**config.mk**
```make
export PLATFORM = sky130hd
export DESIGN_NAME = adc_ctrl
export DESIGN_NICKNAME = d
export VERILOG_FILES = /design/src/core/adc_pkg.sv /design/src/core/adc_ctrl.sv
export VERILOG_INCLUDE_DIRS = /design/src /design/src/core
export SDC_FILE = /design/constraint.sdc
export NUM_CORES = 1
export LEC_CHECK = 0
export ABC_CLOCK_PERIOD_IN_PS = 3240
export BUFFER_PORTS_ARGS = -buffer_cell sky130_fd_sc_hd__buf_2
export CAP_MARGIN = 20
export CELL_PAD_IN_SITES_DETAIL_PLACEMENT = 1
export CELL_PAD_IN_SITES_GLOBAL_PLACEMENT = 1
export CORE_ASPECT_RATIO = 0.9
export CORE_MARGIN = 2
export CORE_UTILIZATION = 36
export DETAILED_ROUTE_END_ITERATION = 8
export PLACE_DENSITY_LB_ADDON = 0.1
export RECOVER_POWER = 50
export SYNTH_ARGS = -nofsm -noshare
export SYNTH_HDL_FRONTEND = slang
export SYNTH_SLANG_ARGS = --single-unit
```
**constraint.sdc**
```tcl
create_clock -name core_clk -period 3.24 [get_ports core_clk]
set_clock_uncertainty 0.15 [all_clocks]
set_input_delay 0.324 -clock core_clk [delete_from_list [all_inputs] [get_ports core_clk]]
set_output_delay 0.324 -clock core_clk [all_outputs]
set_load 0.01 [all_outputs]
```
**src/core/adc_defs.svh**
```systemverilog
// offsets, field positions, reset values and timing counts of the converter control block
`ifndef ADC_DEFS_SVH
`define ADC_DEFS_SVH
// register byte offsets on the apb bus
`define ADC_OFF_CTRL0 12'h000
`define ADC_OFF_CTRL1 12'h004
`define ADC_OFF_CTRL2 12'h008
`define ADC_OFF_RESH 12'h00c
`define ADC_OFF_RESL 12'h010
`define ADC_OFF_IRQ_STAT 12'h014
`define ADC_OFF_IRQ_EN 12'h018
`define ADC_OFF_IRQ_CLR 12'h01c
// control zero fields
`define ADC_ON_BIT 0
`define ADC_GO_BIT 1
`define ADC_CHAN_LSB 2
// control one fields
`define ADC_NREF_BIT 5
`define ADC_PREF_BIT 4
// control two fields
`define ADC_JUST_BIT 7
`define ADC_ACQ_LSB 3
// reset values of the pin config field
`define ADC_PCFG_RST_ANALOG 4'h0
`define ADC_PCFG_RST_MIXED 4'h7
// interrupt status bits
`define ADC_IRQ_DONE 0
`define ADC_IRQ_ABORT 1
// timing: core clock period and instruction cycle in ns
`define ADC_CLK_NS 25
`define ADC_TCY_NS 100
`define ADC_TCY_CLKS (`ADC_TCY_NS / `ADC_CLK_NS)
`define ADC_WAIT_TCY 2
`define ADC_WAIT_CLKS (`ADC_WAIT_TCY * `ADC_TCY_CLKS)
// core clocks per period of the internal rc clock model
`define ADC_RC_DIV 8'd40
// result width
`define ADC_RES_BITS 12
`endif

```
**src/core/adc_pkg.sv**
```systemverilog
// types of the converter control block
package adc_pkg;
  // apb request from the master
  typedef struct packed {
    logic psel;
    logic penable;
    logic pwrite;
    logic [11:0] paddr;
    logic [31:0] pwdata;
  } adc_apb_req_t;
  // controls toward the analog front end
  typedef struct packed {
    logic [3:0] chan;
    logic [11:0] dac_code;
    logic sample;
    logic neg_ref_select;
    logic pos_ref_select;
    logic [12:0] pin_is_analog;
  } adc_ana_t;
  // sequencer states
  typedef enum logic [2:0] {
    ST_IDLE, ST_RCDLY, ST_ACQ, ST_CONV, ST_WAIT
  } adc_state_t;
endpackage : adc_pkg

```
**src/core/adc_ctrl.sv**
```systemverilog
// converter control registers, apb slave and successive approximation sequencer
//
// The implementer's own choices: the register offsets and the APB register port.
`include "adc_defs.svh"
`timescale 1ns/1ps
`default_nettype none
module adc_ctrl (
  input wire logic core_clk,
  input wire logic rst,
  input wire adc_pkg::adc_apb_req_t apb_req,
  output logic [31:0] prdata,
  output logic pready,
  output logic pslverr,
  input wire logic cmp_in,
  input wire logic portb_analog_at_reset,
  input wire logic large_package,
  output adc_pkg::adc_ana_t ana,
  output logic irq
);
  import adc_pkg::*;

  // synchronisers for the pin inputs
  logic cmp_s1_ff, cmp_s2_ff;
  logic strap_s1_ff, strap_s2_ff;
  logic pkg_s1_ff, pkg_s2_ff;
  // control registers
  logic on_ff, nxt_on;
  logic go_ff, nxt_go;
  logic [3:0] chan_ff, nxt_chan;
  logic nref_ff, nxt_nref;
  logic pref_ff, nxt_pref;
  logic [3:0] pcfg_ff, nxt_pcfg;
  logic just_ff, nxt_just;
  logic [2:0] acq_ff, nxt_acq;
  logic [2:0] csel_ff, nxt_csel;
  // result pair
  logic [7:0] resh_ff, nxt_resh;
  logic [7:0] resl_ff, nxt_resl;
  // interrupt status and enable
  logic [1:0] ist_ff, nxt_ist;
  logic [1:0] ien_ff, nxt_ien;
  // sequencer
  adc_state_t st_ff, nxt_st;
  logic [7:0] cnt_ff, nxt_cnt;
  logic [7:0] div_ff, nxt_div;
  logic [11:0] sar_ff, nxt_sar;
  logic [11:0] mask_ff, nxt_mask;
  logic [11:0] dac_ff, nxt_dac;
  // apb read data register
  logic [31:0] rd_ff, nxt_rd;

  // decode helpers
  logic wr, setup, mapped;
  logic tick;
  logic [7:0] div_len;
  logic [4:0] acq_len;
  logic [1:0] ev;
  logic [11:0] keep;
  logic [3:0] n_digital;

  // conversion clock divider length per select code
  function automatic logic [7:0] div_of(input logic [2:0] c);
    case (c)
      3'h0: div_of = 8'd2;
      3'h1: div_of = 8'd8;
      3'h2: div_of = 8'd32;
      3'h4: div_of = 8'd4;
      3'h5: div_of = 8'd16;
      3'h6: div_of = 8'd64;
      default: div_of = `ADC_RC_DIV;
    endcase
  endfunction : div_of

  // acquisition periods per select code
  function automatic logic [4:0] acq_of(input logic [2:0] c);
    case (c)
      3'h7: acq_of = 5'd20;
      3'h6: acq_of = 5'd16;
      3'h5: acq_of = 5'd12;
      3'h4: acq_of = 5'd8;
      3'h3: acq_of = 5'd6;
      3'h2: acq_of = 5'd4;
      3'h1: acq_of = 5'd2;
      default: acq_of = 5'd0;
    endcase
  endfunction : acq_of

  // two flip-flop synchronisers, data only so no reset
  always_ff @(posedge core_clk) begin
    cmp_s1_ff <= cmp_in;
    cmp_s2_ff <= cmp_s1_ff;
    strap_s1_ff <= portb_analog_at_reset;
    strap_s2_ff <= strap_s1_ff;
    pkg_s1_ff <= large_package;
    pkg_s2_ff <= pkg_s1_ff;
  end

  // bus decode
  always_comb begin
    setup = apb_req.psel & ~apb_req.penable;
    wr = apb_req.psel & apb_req.penable & apb_req.pwrite;
    mapped = (apb_req.paddr[1:0] == 2'h0) && (apb_req.paddr <= `ADC_OFF_IRQ_CLR);
    div_len = div_of(csel_ff);
    acq_len = acq_of(acq_ff);
    tick = (div_ff == div_len - 8'd1);
  end

  // registers and sequencer next values
  always_comb begin
    nxt_on = on_ff;
    nxt_go = go_ff;
    nxt_chan = chan_ff;
    nxt_nref = nref_ff;
    nxt_pref = pref_ff;
    nxt_pcfg = pcfg_ff;
    nxt_just = just_ff;
    nxt_acq = acq_ff;
    nxt_csel = csel_ff;
    nxt_resh = resh_ff;
    nxt_resl = resl_ff;
    nxt_ien = ien_ff;
    nxt_st = st_ff;
    nxt_cnt = cnt_ff;
    nxt_div = tick ? 8'd0 : div_ff + 8'd1;
    nxt_sar = sar_ff;
    nxt_mask = mask_ff;
    nxt_dac = dac_ff;
    ev = 2'h0;
    keep = cmp_s2_ff ? dac_ff : (dac_ff & ~mask_ff);
    // software writes, upper unimplemented bits dropped
    if (wr) begin
      unique case (apb_req.paddr)
        `ADC_OFF_CTRL0: begin
          nxt_on = apb_req.pwdata[`ADC_ON_BIT];
          nxt_chan = apb_req.pwdata[`ADC_CHAN_LSB +: 4];
          if (apb_req.pwdata[`ADC_GO_BIT] && apb_req.pwdata[`ADC_ON_BIT] && !go_ff) begin
            nxt_go = 1'b1;
            nxt_st = (csel_ff[1:0] == 2'h3) ? ST_RCDLY : ST_ACQ;
            nxt_cnt = 8'd0;
            nxt_div = 8'd0;
          end
        end
        `ADC_OFF_CTRL1: begin
          nxt_nref = apb_req.pwdata[`ADC_NREF_BIT];
          nxt_pref = apb_req.pwdata[`ADC_PREF_BIT];
          nxt_pcfg = apb_req.pwdata[3:0];
        end
        `ADC_OFF_CTRL2: begin
          nxt_just = apb_req.pwdata[`ADC_JUST_BIT];
          nxt_acq = apb_req.pwdata[`ADC_ACQ_LSB +: 3];
          nxt_csel = apb_req.pwdata[2:0];
        end
        `ADC_OFF_RESH: nxt_resh = apb_req.pwdata[7:0];
        `ADC_OFF_RESL: nxt_resl = apb_req.pwdata[7:0];
        `ADC_OFF_IRQ_EN: nxt_ien = apb_req.pwdata[1:0];
        default: ;
      endcase
    end
    // sequencer
    unique case (st_ff)
      ST_IDLE: ;
      ST_RCDLY: begin
        // one instruction cycle before the rc clock runs
        nxt_div = 8'd0;
        nxt_cnt = cnt_ff + 8'd1;
        if (cnt_ff == 8'(`ADC_TCY_CLKS - 1)) begin
          nxt_st = ST_ACQ;
          nxt_cnt = 8'd0;
        end
      end
      ST_ACQ: begin
        // programmed acquisition, counted in conversion clock periods
        if (acq_len == 5'd0 || (tick && cnt_ff == {3'h0, acq_len} - 8'd1)) begin
          nxt_st = ST_CONV;
          nxt_cnt = 8'd0;
          nxt_div = 8'd0;
          nxt_mask = 12'h800;
          nxt_dac = 12'h800;
          nxt_sar = 12'h000;
        end else if (tick) begin
          nxt_cnt = cnt_ff + 8'd1;
        end
      end
      ST_CONV: begin
        // one result bit per period; the comparator sits behind two flip-flops,
        // so a bit waits until its trial code has stood for three clocks
        // at the fastest divider this stretches each bit to two periods
        nxt_cnt = cnt_ff + 8'd1;
        if (tick && cnt_ff >= 8'd2) begin
          nxt_cnt = 8'd0;
          nxt_sar = keep;
          nxt_mask = mask_ff >> 1;
          nxt_dac = keep | (mask_ff >> 1);
          if (mask_ff == 12'h001) begin
            // result and go flag change in the same update
            nxt_go = 1'b0;
            ev[`ADC_IRQ_DONE] = 1'b1;
            nxt_resh = nxt_just ? {4'h0, keep[11:8]} : keep[11:4];
            nxt_resl = nxt_just ? keep[7:0] : {keep[3:0], 4'h0};
            nxt_st = ST_WAIT;
            nxt_cnt = 8'd0;
          end
        end
      end
      ST_WAIT: begin
        // settle for two instruction cycles before idle; a start written meanwhile is not held off
        nxt_cnt = cnt_ff + 8'd1;
        if (cnt_ff == 8'(`ADC_WAIT_CLKS - 1)) begin
          nxt_st = ST_IDLE;
        end
      end
    endcase
    // clearing go or the enable mid conversion aborts, results untouched
    if (go_ff && st_ff != ST_WAIT && st_ff != ST_IDLE && ev == 2'h0 &&
        ((wr && apb_req.paddr == `ADC_OFF_CTRL0 && !apb_req.pwdata[`ADC_GO_BIT]) ||
         !nxt_on)) begin
      nxt_go = 1'b0;
      nxt_st = ST_WAIT;
      nxt_cnt = 8'd0;
      nxt_resh = (wr && apb_req.paddr == `ADC_OFF_RESH) ? apb_req.pwdata[7:0] : resh_ff;
      nxt_resl = (wr && apb_req.paddr == `ADC_OFF_RESL) ? apb_req.pwdata[7:0] : resl_ff;
      ev[`ADC_IRQ_ABORT] = 1'b1;
    end
    // sticky status, a new event wins over a clear
    nxt_ist = ist_ff;
    if (wr && apb_req.paddr == `ADC_OFF_IRQ_CLR) begin
      nxt_ist = ist_ff & ~apb_req.pwdata[1:0];
    end
    nxt_ist = nxt_ist | ev;
  end

  // read data captured in the setup phase
  always_comb begin
    nxt_rd = rd_ff;
    if (setup) begin
      unique case (apb_req.paddr)
        `ADC_OFF_CTRL0: nxt_rd = {26'h0, chan_ff, go_ff & on_ff, on_ff};
        `ADC_OFF_CTRL1: nxt_rd = {26'h0, nref_ff, pref_ff, pcfg_ff};
        `ADC_OFF_CTRL2: nxt_rd = {24'h0, just_ff, 1'b0, acq_ff, csel_ff};
        `ADC_OFF_RESH: nxt_rd = {24'h0, resh_ff};
        `ADC_OFF_RESL: nxt_rd = {24'h0, resl_ff};
        `ADC_OFF_IRQ_STAT: nxt_rd = {30'h0, ist_ff};
        `ADC_OFF_IRQ_EN: nxt_rd = {30'h0, ien_ff};
        default: nxt_rd = 32'h0;
      endcase
    end
  end

  // register all state
  always_ff @(posedge core_clk) begin
    if (rst) begin
      on_ff <= 1'b0;
      go_ff <= 1'b0;
      chan_ff <= 4'h0;
      nref_ff <= 1'b0;
      pref_ff <= 1'b0;
      pcfg_ff <= strap_s2_ff ? `ADC_PCFG_RST_ANALOG : `ADC_PCFG_RST_MIXED;
      just_ff <= 1'b0;
      acq_ff <= 3'h0;
      csel_ff <= 3'h0;
      resh_ff <= 8'h0;
      resl_ff <= 8'h0;
      ist_ff <= 2'h0;
      ien_ff <= 2'h0;
      st_ff <= ST_IDLE;
      cnt_ff <= 8'h0;
      div_ff <= 8'h0;
      sar_ff <= 12'h0;
      mask_ff <= 12'h0;
      dac_ff <= 12'h0;
      rd_ff <= 32'h0;
    end else begin
      on_ff <= nxt_on;
      go_ff <= nxt_go;
      chan_ff <= nxt_chan;
      nref_ff <= nxt_nref;
      pref_ff <= nxt_pref;
      pcfg_ff <= nxt_pcfg;
      just_ff <= nxt_just;
      acq_ff <= nxt_acq;
      csel_ff <= nxt_csel;
      resh_ff <= nxt_resh;
      resl_ff <= nxt_resl;
      ist_ff <= nxt_ist;
      ien_ff <= nxt_ien;
      st_ff <= nxt_st;
      cnt_ff <= nxt_cnt;
      div_ff <= nxt_div;
      sar_ff <= nxt_sar;
      mask_ff <= nxt_mask;
      dac_ff <= nxt_dac;
      rd_ff <= nxt_rd;
    end
  end

  // number of inputs turned digital by the pin config code
  assign n_digital = (pcfg_ff <= 4'h2) ? 4'h0 : pcfg_ff - 4'h2;

  // per input analog flag, inputs 5 to 7 only on the large package
  genvar gi;
  generate
    for (gi = 0; gi < 13; gi++) begin : g_pin
      if (gi >= 5 && gi <= 7) begin : g_opt
        assign ana.pin_is_analog[gi] = pkg_s2_ff && (5'(gi) < 5'd13 - {1'b0, n_digital});
      end else begin : g_fix
        assign ana.pin_is_analog[gi] = (5'(gi) < 5'd13 - {1'b0, n_digital});
      end
    end
  endgenerate

  // analog front end controls; codes above 12 pass through and read a floating node
  assign ana.chan = chan_ff;
  assign ana.dac_code = dac_ff;
  assign ana.sample = on_ff && (st_ff == ST_IDLE || st_ff == ST_ACQ || st_ff == ST_RCDLY);
  assign ana.neg_ref_select = nref_ff;
  assign ana.pos_ref_select = pref_ff;

  // apb answer, zero wait states in the access phase
  assign prdata = rd_ff;
  assign pready = apb_req.psel & apb_req.penable;
  assign pslverr = apb_req.psel & apb_req.penable & ~mapped;

  // level interrupt from enabled sticky status
  assign irq = |(ist_ff & ien_ff);
endmodule : adc_ctrl
`default_nettype wire

```
* Word level (Yosys, flattened, before mapping)
Index checks and enable logic that the tools add are counted.
Word-level totals: output and inout bits 67, logic and storage cells 209, input bits 52, register bits after elaboration 120
Operators by class: reduce and logical (&&, ||, !) cells 42, equality and inequality tests 34, bitwise operators 15, multiplexer cells 70, add/subtract/negate cells 6, magnitude comparators 16
Operators by type and width (number):
- 2-to-1 mux 8 bit | 28
- case mux 8 bit (7 select lines) | 1
- == test 12 x 5 -> 1 bit (second input constant) | 4
- 2-to-1 mux 12 bit | 4
- case mux 12 bit (2 select lines) | 2
- case mux 7 bit (6 select lines) | 1
- case mux 5 bit (7 select lines) | 1
- case mux 8 bit (4 select lines) | 1
- 2-to-1 mux 3 bit | 10
- < comparator 4 x 5 -> 1 bit (first input constant) | 5
- == test 12 x 4 -> 1 bit (second input constant) | 2
- == test 3 bit (second input constant) | 8
- < comparator 3 x 5 -> 1 bit (first input constant) | 4
- logical AND 1 bit | 18
- adder 8 x 1 -> 8 bit (second input constant) | 2
- == test 8 bit | 2
- 2-to-1 mux 4 bit | 4
- case mux 8 bit (2 select lines) | 1
- == test 3 x 2 -> 1 bit (second input constant) | 5
- 2-to-1 mux 1 bit | 14
- AND 12 bit | 1
- == test 12 x 1 -> 1 bit (second input constant) | 1
- == test 12 x 3 -> 1 bit (second input constant) | 1
- <= comparator 12 x 5 -> 1 bit (second input constant) | 1
- 35 further kinds | 62

* Logic depth before layout (Yosys ltp)
depth in word-level cells 12, depth in mapped cells 13, mapped depth without buffers 10

* Worst setup path before layout
OpenSTA, ideal clock, no wires.
path type reg2reg, start point reg csel_ff[0], end point reg resh_ff[7], path slack -0.316 ns, required time 3.011 ns, period minus slack after synthesis 3.556 ns, arrival 3.326 ns, stages on the path, launching flop included 12, path buffers 2, library setup time 0.079 ns, cells stage by stage dfxtp_1 -> buf_4 -> or3_1 -> ha_1 -> xnor2_1 -> mux2i_1 -> o2111a_1 -> or3_4 -> or4_1 -> buf_2 -> or3_1 -> a211oi_2
Between the ends: cells in the longest elaborated chain, start to end 11, elaborated cells on any way between the ends 19, classes of those cells 1 x add/sub; 7 x eq/ne; 6 x mux; 1 x bitwise; 4 x reduce/logical
Ends and longest elaborated chain:
- start, declared | line adc_ctrl.sv:35 | logic [2:0] csel_ff, nxt_csel;
- start signal, assigned | line adc_ctrl.sv:281 | csel_ff <= nxt_csel;
- == test 3 bit (tied with other cells) | line adc_ctrl.sv:63 | case (c)
- case mux 7 bit (6 select lines) * | line adc_ctrl.sv:63
- subtractor 8 x 1 -> 8 bit * | line adc_ctrl.sv:105 | tick = (div_ff == div_len - 8'd1);
- == test 8 bit * | line adc_ctrl.sv:105
- logical AND 1 bit * | line adc_ctrl.sv:189 | if (tick && cnt_ff >= 8'd2) begin
- 2-to-1 mux 1 bit | line adc_ctrl.sv:189
- 2-to-1 mux 1 bit | line adc_ctrl.sv:160 | unique case (st_ff)
- NOT 1 bit | line adc_ctrl.sv:214 | if (go_ff && st_ff != ST_WAIT && st_ff != ST_IDLE && ev == 2'h0 &&
- logical AND 1 bit (2 in a row) | line adc_ctrl.sv:214
- != test 2 x 1 -> 1 bit (no line) / 2-to-1 mux 8 bit (equally long branches)
- end signal, assigned | line adc_ctrl.sv:282 | resh_ff <= nxt_resh;
- end, declared | line adc_ctrl.sv:37 | logic [7:0] resh_ff, nxt_resh;
Mark *: on every way between the ends. The rest lies on a longest branch, timed or not. A chain may end at the register's enable or synchronous reset.

* Worst setup path in the final report
start point reg csel_ff[2], end point reg resh_ff[7]
Same word-level chain as after synthesis.

==> results.md <==
* Hold WC Path Type: input port to flop
* Nets at 862
* Drt via density at 5.49
* Async S/R FF share, synth at 0%
* Routed Antenna Nets at 0
* Die height at 123 um
* GRT Overall Usage at 21.9%
* Fmax at 306 MHz
* Effective utilization at floorplan at 36.8%
* Dpl hpwl at 13200 um
* Cell Int Power at 0.00180 W
* Violated checks: setup timing
* Hold Vio Cnt, Final at 0
* H-Tree Depth at 3
* Kind of end point of the critical path: flop
* CTS root buf: clkbuf_16
* Final worst path period need at 3.27 ns
* CTS tree: yes
* Reg2Reg Launch Point: csel_ff[2]
* Die X at 136 um
* Core area at 15400 um^2
* Endpoints failing setup at 1
* Pins over their slew limit at 0
* Hold Crit Start: apb_req[3]
* Share of cells above drive strength 1 at 17.6%
* Synth top area cells: dfxtp_1, nand2_1, mux2i_1, nor2_1, a21oi_1
* CTS max path bufs at 2
* Gpl congestion at 0.851
* Clk sinks at 96
* TritonCTS Buffers at 9
* Startpoint types: flop
* Yosys cell types at 64
* Normalized max-slew margin at 28.2%
* Top cell type's share of synthesized area at 32.5%
* Final worst slack at -0.0275 ns
* Ys Warns at 0
* Worst hold path depth at 3
* Commonest non-fill, non-tap cells in the layout: dfxtp_1, nand2_1, nor2_1, a21oi_1, buf_2
* Worst reg-to-reg setup slack at -0.03 ns
* Worst EP arrival at 3.40 ns
* Cell Area, Synth at 5660 um^2
* Max VDD drop at 0.247 mV
* Violation count after the first detailed-route iteration at 323
* Worst Hold End: resl_ff[3]
* Worst Path Max Fanout at 6
* Combinational fraction of design power at 9.5%
* # diodes at 0
* Top cell type by total area after synthesis: dfxtp_1
* Layout area overhead at 22.4%
* Critical Path RT at 3.37 ns
* Final core occ at 45.0%
* # DRC at 0
* Tcrit/Tclk final at 101%
* Post-synth EDFFs at 4
* Initial antenna violation count at 0
* Clock latency at the later pin of the worst-skew pair at 0.36 ns
* RSZ-0062 raised after global routing: true
* Max-cap violation count at 0
* Worst R2R Path Depth at 10
* Total gr overflow at 0
* DRT Pass-1 Iters at 5
* I/O Buffers at 70
* Placement Setup Slack at -0.0651 ns
* Sw Ratio at 26.5%
* Status: complete, but fails checks
* Pin count of the biggest net entering global routing at 28
* Net switching power at 0.000651 W
* Worst slew pin tran at 1.08 ns
* Syn_area_per_cell at 7.90 um^2
* First-pass GRT wire length at 28600 um
* Reg clk slew, reported paths at 0.07 ns
* Leakage at 2.72 nW
* WS Path Type: flop to flop
* Register bit count reported by yosys at 96
* RR Endpoint: resh_ff[7]
* WL final at 18300 um
* Full die area at 16700 um^2
* Register area share after synthesis at 34.7%
* WL per Instance at 18.2 um
* Number of global-route vias before repair at 5430
* Clock share of power at 41.1%
* Floorplan row count at 43
* # IOs at 119
* Vias at 5514
* Mapped Cells at 716
* Seq pwr share at 49.4%
* Most common cell after layout, fill and taps aside: dfxtp_1
* Primary FF master, synth: dfxtp_1
* Cell Pwr Density at 354 nW/um^2
cell usage after synthesis, types with 5 or more instances:
cell / instances
buf_4: 28
a22o_1: 5
nor2b_1: 15
nand2_1: 82
nand2b_1: 21
nand3_1: 35
a211oi_1: 8
or3_1: 7
and3_1: 11
a221o_1: 6
nor3_1: 15
a311oi_1: 7
xor2_1: 7
a2bb2oi_1: 6
xnor2_1: 10
a22oi_1: 11
dfxtp_1: 92
inv_1: 14
ha_1: 12
mux2i_1: 27
and2_1: 15
o41ai_1: 6
clkbuf_1: 37
nor4_1: 9
a21oi_1: 45
a31oi_1: 7
o21ai_0: 31
nor2_1: 67
nor3b_1: 8
nand4_1: 10
cells by family (layout without fill, tap and decap cells):
logic type / after synthesis / in the layout / synth area share, %
flops: 96 / 96 / 34.7
fa+ha+maj: 12 / 12 / 2.65
buf+inv: 84 / 147 / 7.47
simple gates: 318 / 319 / 28.5
xor+xnor: 17 / 17 / 2.63
mux: 28 / 28 / 4.97
other cells: 1 / 24 / 0.0663
compound gates: 160 / 160 / 19.0
registers in the layout, indices dropped and copies added, names as in the netlist, 2 cells and up:
register,count
dac_ff,12
chan_ff,4
ien_ff,2
resh_ff,8
st_ff,3
pcfg_ff,4
prdata,8
csel_ff,3
mask_ff,12
cnt_ff,8
ist_ff,2
resl_ff,8
div_ff,8
acq_ff,3
final cells by class:
type	instances	area, um^2
Clock buffer	11	233
Clock inverter	5	33.8
Fill cell	1873	8460
Inverter	14	52.6
Multi-Input combinational cell	560	3590
Sequential cell	96	1960
Tap cell	202	253
Timing Repair Buffer	117	797
worst max-delay path, cell delays in order (launching register included):
cell,delay (ns)
dfxtp_2,0.33
or3_4,0.39
ha_4,0.19
buf_6,0.12
xnor2_4,0.17
mux2i_1,0.10
o2111a_2,0.29
or3_4,0.37
or4_4,0.55
or3_4,0.35
a211oi_2,0.17
power by group through the flow:
stage / registers [W] / logic, W / clock network (W)
floorplan: 0.00123 / 0.000153 / 0
global placement: 0.00124 / 0.000217 / 0
detailed placement: 0.00124 / 0.000224 / 0
CTS: 0.00121 / 0.000230 / 0.00104
global route: 0.00121 / 0.000255 / 0.00108
finish: 0.00121 / 0.000232 / 0.00101
routing by layer:
| metal | vias to the layer above | share of wire, % | track usage, % |
|---|---|---|---|
| met5 | - | 0 | 0 |
| met2 | 96 | 46 | 35.7 |
| met3 | 11 | 3.4 | 4.22 |
| met4 | 0 | 0.87 | 4.82 |
| li1 | 2689 | - | - |
| met1 | 2718 | 49 | 30.1 |
metrics by stage:
stage                     instance area [um^2]  cells  hold slack, ns  TNS [ns]  total power, W
after CTS                                 6800    999           0.143   -0.0464         0.00248
final                                     6930   1005           0.150   -0.0275         0.00245
after global routing                      6930   1005           0.174     -1.65         0.00255
after global placement                    6340    975           0.160    -0.200         0.00145
after detailed placement                  6350    976           0.164    -0.144         0.00146
after floorplan                           5830    739           0.160    -0.769         0.00139
what timing repair did:
action | in CTS | in global routing
hold endpoints to repair | 3 | 0
buffers inserted | 0 | 3
setup endpoints to repair | 21 | 43
pin swaps | 5 | 15
gates resized for setup | 16 | 34
hold buffers | 3 | 0
cloned | 4 | 3
worst max path at each step:
stage	from	cells past startpoint	endpoint	slack, ns
after floorplan	csel_ff[0]	11	resh_ff[7]	-0.14
after global placement	csel_ff[2]	10	st_ff[1]	-0.07
after detailed placement	csel_ff[2]	10	resh_ff[7]	-0.07
after CTS	csel_ff[2]	10	resh_ff[7]	-0.02
after global routing	csel_ff[2]	10	resh_ff[7]	-0.11
final	csel_ff[2]	10	resh_ff[7]	-0.03
Power figures use the tool's default switching activity.
